===== src/bcg_defs.svh =====
// timing counts, codes and reset values for the calibration and gain block
`ifndef BCG_DEFS_SVH
`define BCG_DEFS_SVH
`define BCG_CLK_HZ          100000000
`define BCG_PRF_4MHZ_HZ     4000000
`define BCG_PRF_2MHZ_HZ     2000000
`define BCG_PRF_1MHZ_HZ     1000000
`define BCG_PRF_500KHZ_HZ   500000
`define BCG_PRF_250KHZ_HZ   250000
`define BCG_DIV_4MHZ        (`BCG_CLK_HZ / `BCG_PRF_4MHZ_HZ)
`define BCG_DIV_2MHZ        (`BCG_CLK_HZ / `BCG_PRF_2MHZ_HZ)
`define BCG_DIV_1MHZ        (`BCG_CLK_HZ / `BCG_PRF_1MHZ_HZ)
`define BCG_DIV_500KHZ      (`BCG_CLK_HZ / `BCG_PRF_500KHZ_HZ)
`define BCG_DIV_250KHZ      (`BCG_CLK_HZ / `BCG_PRF_250KHZ_HZ)
`define BCG_RATE_MAX        3'h4
`define BCG_RATE_RST        3'h2
`define BCG_INT_LEN_RST     8'h50
`define BCG_GAIN_RST        5'h14
`define BCG_A_UNITY_BIT     4
`define BCG_A_TENTH_BIT     3
`define BCG_B_UNITY_BIT     2
`define BCG_B_TENTH_BIT     1
`define BCG_BOTH_TENFOLD_BIT 0
`endif


===== src/bcg_pkg.sv =====
// types shared by the calibration and gain block
package bcg_pkg;
    typedef enum logic [1:0] {
        BCG_FO_TENTH   = 2'b00,
        BCG_FO_UNITY   = 2'b01,
        BCG_FO_FIVE    = 2'b10,
        BCG_FO_FIFTY   = 2'b11
    } bcg_fo_gain_t;
    typedef enum logic [0:0] {
        BCG_ST_IDLE  = 1'b0,
        BCG_ST_BURST = 1'b1
    } bcg_state_t;
endpackage : bcg_pkg


===== src/bcg_rate_div.sv =====
// divider that makes the calibration pulse enable at the selected rate
`timescale 1ns/10ps
`include "bcg_defs.svh"
module bcg_rate_div
(
    input  wire logic       clock_i,
    input  wire logic       reset_n_i,
    input  wire logic       run_i,
    input  wire logic [2:0] rate_i,
    output logic            tick_o
);
    import bcg_pkg::*;

    // full period table; 250 kHz needs 400 cycles so count is wider
    logic [8:0] cyc_reg;
    logic [8:0] cyc_top;
    always_comb
    begin
        unique case (rate_i)
            3'h0:    cyc_top = 9'(`BCG_DIV_4MHZ - 1);
            3'h1:    cyc_top = 9'(`BCG_DIV_2MHZ - 1);
            3'h2:    cyc_top = 9'(`BCG_DIV_1MHZ - 1);
            3'h3:    cyc_top = 9'(`BCG_DIV_500KHZ - 1);
            default: cyc_top = 9'(`BCG_DIV_250KHZ - 1);
        endcase
    end
    // restarts while idle so the first pulse of a burst comes at once
    always_ff @(posedge clock_i or negedge reset_n_i)
    begin
        if (!reset_n_i)
            cyc_reg <= 9'h0;
        else if (!run_i || cyc_reg >= cyc_top)
            cyc_reg <= 9'h0;
        else
            cyc_reg <= cyc_reg + 9'h1;
    end

    assign tick_o = run_i && (cyc_reg == 9'h0);
endmodule : bcg_rate_div


===== src/bcg_cal_gain.sv =====
// calibration burst timing and front-end gain decoding for one station
// Notes on behaviour
// - hold cal mode and rate code 0..4
// - codes 0..4 give 4M,2M,1M,500k,250k
// - hold integration length 1..255 bunches
// - integration counts bunches, not turns
// - cal burst pulse count equals length
// - cal mode makes restorer pulses locally
// - one bit picks normal or single-turn capacitance
// - separate fiberoptic pre-amp gain select
// - five-bit word maps to channel enables
// - word 20 gives unity on both
// - word 21 gives x10 on both
// - word 10 gives tenth on both
// - each channel settable alone
// - all-clear channel gates its input off
// - shared stations ignore broadcast settings
`timescale 1ns/10ps
`include "bcg_defs.svh"
module bcg_cal_gain
(
    input  wire logic                clock_i,
    input  wire logic                reset_n_i,
    input  wire logic                shared_station_i,
    input  wire logic                set_strobe_i,
    input  wire logic                set_broadcast_i,
    input  wire logic                cal_on_i,
    input  wire logic [2:0]          cal_rate_i,
    input  wire logic [7:0]          int_length_i,
    input  wire logic [4:0]          gain_word_i,
    input  wire logic                single_turn_i,
    input  wire bcg_pkg::bcg_fo_gain_t fo_gain_i,
    input  wire logic                start_i,
    input  wire logic                bunch_i,
    input  wire logic                ext_restore_i,
    output logic                     cal_pulse_o,
    output logic                     restore_o,
    output logic                     int_active_o,
    output logic                     burst_busy_o,
    output logic                     cal_mode_o,
    output logic [2:0]               cal_rate_o,
    output logic [7:0]               int_length_o,
    output logic                     a_unity_en_o,
    output logic                     a_tenth_en_o,
    output logic                     b_unity_en_o,
    output logic                     b_tenth_en_o,
    output logic                     tenfold_en_o,
    output logic                     a_input_on_o,
    output logic                     b_input_on_o,
    output logic                     single_turn_gain_o,
    output bcg_pkg::bcg_fo_gain_t    fo_gain_o
);
    import bcg_pkg::*;

    logic         cal_mode_reg;
    logic [2:0]   rate_reg;
    logic [7:0]   len_reg;
    logic [4:0]   gain_reg;
    logic         st_reg;
    bcg_fo_gain_t fo_reg;
    bcg_state_t   state_reg;
    logic [7:0]   left_reg;
    logic         tick;
    logic         accept;
    logic         run;
    logic         pulse_reg;
    logic         restore_reg;

    // a broadcast write never reaches a shared station
    assign accept = set_strobe_i && !(set_broadcast_i && shared_station_i);

    // settings written by the host
    always_ff @(posedge clock_i or negedge reset_n_i)
    begin
        if (!reset_n_i)
        begin
            cal_mode_reg <= 1'b0;
            len_reg      <= `BCG_INT_LEN_RST;
            gain_reg     <= `BCG_GAIN_RST;
            st_reg       <= 1'b0;
            fo_reg       <= BCG_FO_UNITY;
        end
        else if (accept)
        begin
            cal_mode_reg <= cal_on_i;
            if (int_length_i != 8'h0)
                len_reg <= int_length_i;
            gain_reg     <= gain_word_i;
            st_reg       <= single_turn_i;
            fo_reg       <= fo_gain_i;
        end
    end

    // undefined codes keep the last good rate
    always_ff @(posedge clock_i or negedge reset_n_i)
    begin
        if (!reset_n_i)
            rate_reg <= `BCG_RATE_RST;
        else if (accept && cal_rate_i <= `BCG_RATE_MAX)
            rate_reg <= cal_rate_i;
    end

    assign run = (state_reg == BCG_ST_BURST);

    bcg_rate_div u_div
    (
        .clock_i   (clock_i),
        .reset_n_i (reset_n_i),
        .run_i     (run),
        .rate_i    (rate_reg),
        .tick_o    (tick)
    );

    // burst and integration sequencing; a start while busy is ignored
    always_ff @(posedge clock_i or negedge reset_n_i)
    begin
        if (!reset_n_i)
        begin
            state_reg <= BCG_ST_IDLE;
            left_reg  <= 8'h0;
        end
        else
        begin
            unique case (state_reg)
                BCG_ST_IDLE:
                begin
                    if (start_i)
                    begin
                        state_reg <= BCG_ST_BURST;
                        left_reg  <= len_reg;
                    end
                end
                BCG_ST_BURST:
                begin
                    // in cal mode each test pulse is one bunch
                    if (cal_mode_reg ? tick : bunch_i)
                    begin
                        left_reg <= left_reg - 8'h1;
                        if (left_reg == 8'h1)
                            state_reg <= BCG_ST_IDLE;
                    end
                end
            endcase
        end
    end

    // registered pulse and restorer outputs
    always_ff @(posedge clock_i or negedge reset_n_i)
    begin
        if (!reset_n_i)
        begin
            pulse_reg   <= 1'b0;
            restore_reg <= 1'b0;
        end
        else
        begin
            pulse_reg   <= cal_mode_reg && run && tick;
            // local restorer shares the test pulse edge for phase
            restore_reg <= cal_mode_reg ? (run && tick)
                                        : ext_restore_i;
        end
    end

    assign cal_pulse_o        = pulse_reg;
    assign restore_o          = restore_reg;
    assign int_active_o       = run;
    assign burst_busy_o       = run && cal_mode_reg;
    assign cal_mode_o         = cal_mode_reg;
    assign cal_rate_o         = rate_reg;
    assign int_length_o       = len_reg;
    // straight bit map gives 20, 21, 10 and one-sided codes for free
    assign a_unity_en_o       = gain_reg[`BCG_A_UNITY_BIT];
    assign a_tenth_en_o       = gain_reg[`BCG_A_TENTH_BIT];
    assign b_unity_en_o       = gain_reg[`BCG_B_UNITY_BIT];
    assign b_tenth_en_o       = gain_reg[`BCG_B_TENTH_BIT];
    assign tenfold_en_o       = gain_reg[`BCG_BOTH_TENFOLD_BIT];
    // a channel with neither own bit set has its input gated
    assign a_input_on_o       = gain_reg[`BCG_A_UNITY_BIT]
                              | gain_reg[`BCG_A_TENTH_BIT];
    assign b_input_on_o       = gain_reg[`BCG_B_UNITY_BIT]
                              | gain_reg[`BCG_B_TENTH_BIT];
    assign single_turn_gain_o = st_reg;
    assign fo_gain_o          = fo_reg;
endmodule : bcg_cal_gain


===== config.mk =====
export PLATFORM = sky130hd
export DESIGN_NAME = bcg_cal_gain
export DESIGN_NICKNAME = d
export VERILOG_FILES = /design/src/bcg_pkg.sv /design/src/bcg_rate_div.sv /design/src/bcg_cal_gain.sv
export VERILOG_INCLUDE_DIRS = /design/src
export SDC_FILE = /design/constraint.sdc
export NUM_CORES = 1
export LEC_CHECK = 0
export BUFFER_PORTS_ARGS = -buffer_cell sky130_fd_sc_hd__buf_2
export CAP_MARGIN = 20
export CORE_MARGIN = 5
export CORE_UTILIZATION = 57
export DETAILED_ROUTE_END_ITERATION = 16
export MAX_ROUTING_LAYER = met4
export PLACE_DENSITY_LB_ADDON = 0.2
export SLEW_MARGIN = 20
export SYNTH_ARGS = -nofsm -noshare
export SYNTH_HDL_FRONTEND = slang
export SYNTH_HIERARCHICAL = 1
export SYNTH_SLANG_ARGS = --single-unit

===== constraint.sdc =====
create_clock -name clock_i -period 4.85 [get_ports clock_i]
set_input_delay 0.97 -clock clock_i [delete_from_list [all_inputs] [get_ports clock_i]]
set_output_delay 0.97 -clock clock_i [all_outputs]
set_load 0.03 [all_outputs]

==> run metrics <==
register area share after synthesis=0.451; mapped cell area=0.00224 sq mm; antenna diode count=0; Async SR Flop Fraction=1.00; critical-path maximum fanout=21; drt via density=5.74; critical path type=register to output pin; RSZ-0062 raised after global routing=no; routed length per instance=15.1 microns; CTS root buf=clkbuf_8; Initial DRC Count=139; gate count of the mapped netlist=209; Hold WS=0.509 ns; Area Overhead vs Synth=18.2%; syn avg cell area=10.7 sq um; # Max-Cap Violations=0; critical path required time=3.88 ns; CTS sink cnt=40; Min Clock Period, post-route=2.47 ns; vias in the first global route=1766; setup ws final=2.38 ns; top cells by area, synth=dfrtp_1 38%, mux2_2 8.1%, dfstp_2 7.1%; antenna violations before repair=0; VDD IR max=0.000291 V; Core Region=0.00374 sq mm; CP startpoint kind=register; DRC=0; synth unique cells=49; Yosys top cell by area=dfrtp_1; worst-margin pin slew=0.858 ns; fin crit share=0.510; status=finished, final reports clean; Worst-Skew Late Latency=0.30 ns; antenna viol nets, final=0; Placer Congestion=0.797; Sw Ratio=0.392; io pins=54; grt ovf=0; Nets=302; Port Buffers=53; die area=0.00528 sq mm; Max H-tree Level=2; Synth warnings=6; Final Hold Vio Count=0; vias=1791; Top FF cell, synth=dfrtp_1; largest net degree at the start of global routing=41; Core Rows=22; share of cells above drive strength 1=0.383; 1st-pass router iterations=4; Reg power frac=0.410; TritonCTS clock tree=done; Die X=72.6 microns; Clk network pwr share=0.216; GR Util met1=0.280; slew margin rel.=0.428; met2 GRT Util=0.289; CTS resizes=0; Internal=792 uW; total CTS buffers=5; TNS Setup=0 ns; clock slew at reported path FFs=0.09 ns; drt total wl=4700 microns; Final Power=1.30 mW; CTS Buffer Depth=2; leakage dissipation=1.20 nW; EDFF count, synth=0; Seq cells post-synth=40; Power Dens Cells=493 mW/mm^2; logic gate share of total power=0.375; busiest grt layer=met2; fmax=405 MHz; Setup Fix Bufs, Post-CTS=0; GRT Resource Usage Total=0.205; crit path DAT=1.50 ns; Initial Utilization=0.597; syn nets=248; count of pins over their slew limit=0; hpwl dp=3510 microns; HP Class=register to register; fin util=0.706; # setup viols final=0; pre-CTS setup slack=2.23 ns; Max Clock Skew=0.00914 ns; top-area cell type share of the netlist area=0.381; max reg flops=9; die height=72.6 microns; # hold bufs at CTS=0; first-pass GRT wire length=8190 microns; M3 GR Usage=0.0606; crit end category=output pin; Psw=511 uW
area by class of cell:
cell class	count	area (sq um)
clock inverter	3	46.3
tap	48	60.1
multi-input combinational	154	1160
timing repair buffer	53	265
fill	303	1100
sequential	40	1010
clock buffer	5	68.8
inverter	9	33.8
synth_stat cells, drive strengths merged (5+ instances only):
cell type	instances
a211oi	15
a21oi	8
dfrtp	34
dfstp	6
ha	11
inv	9
mux2	17
nand2	16
nand3	6
nor2	14
nor2b	6
nor4	5
xnor2	6
xor2	5
power by group through the flow:
stage / combinational, mW / clock, mW / sequential (mW)
6_report: 0.488 / 0.281 / 0.534
5_1_grt: 0.545 / 0.303 / 0.554
4_1_cts: 0.492 / 0.284 / 0.533
3_5_place_dp: 0.485 / 0 / 0.538
3_3_place_gp: 0.477 / 0 / 0.538
2_1_floorplan: 0.344 / 0 / 0.558
critical path: stages (launching register included):
cell and delay [ns]:
dfrtp_1 0.75, and2_2 0.26, buf_2 0.19
cells in the final DEF, fill, tap and decap left out, types with 7 or more instances in the layout:
master and n:
nand2_1 15, mux2_2 16, dfrtp_1 34, inv_1 9, nor2_1 14, ha_1 11
a211oi_1 15, a21oi_1 7, buf_2 53
per-stage QoR:
step	cell area (sq um)	std cells
global route	2640	312
finish	2640	312
global placement	2530	304
floorplan	2240	209
CTS	2640	312
detailed placement	2530	304
cells by family after synthesis:
kind of cell / Yosys count / synth area share
AND/OR/NAND/NOR: 69 / 0.168
AO/OA/AOI/OAI: 43 / 0.146
flip-flops: 40 / 0.451
multiplexers: 20 / 0.101
buffers and inverters: 15 / 0.0297
XOR/XNOR: 11 / 0.0431
adder cells (fa/ha/maj): 11 / 0.0616
worst paths after layout:
kind / startpoint / slack (ns) / cells past startpoint / to
hold reg to reg: single_turn_gain_o / 0.51 / 1 / single_turn_gain_o
setup reg to reg: u_div/cyc_reg[0] / 2.44 / 9 / left_reg[4]
hold / removal: single_turn_gain_o / 0.51 / 1 / single_turn_gain_o
max in group asynchronous: reset_n_i / 3.53 / 1 / int_length_o[1]
min in group asynchronous: reset_n_i / 0.78 / 1 / left_reg[1]
setup / recovery: int_active_o / 2.38 / 2 / burst_busy_o
routing by layer:
layer  wire [microns]  vias to the layer above  share of wire
li1                 -                      868              -
met1             2190                      856           0.47
met2             2100                       55           0.45
met3              300                       12          0.064
met4              114                        0          0.024
met5                0                        -              0
Power figures use the tool's default switching activity.
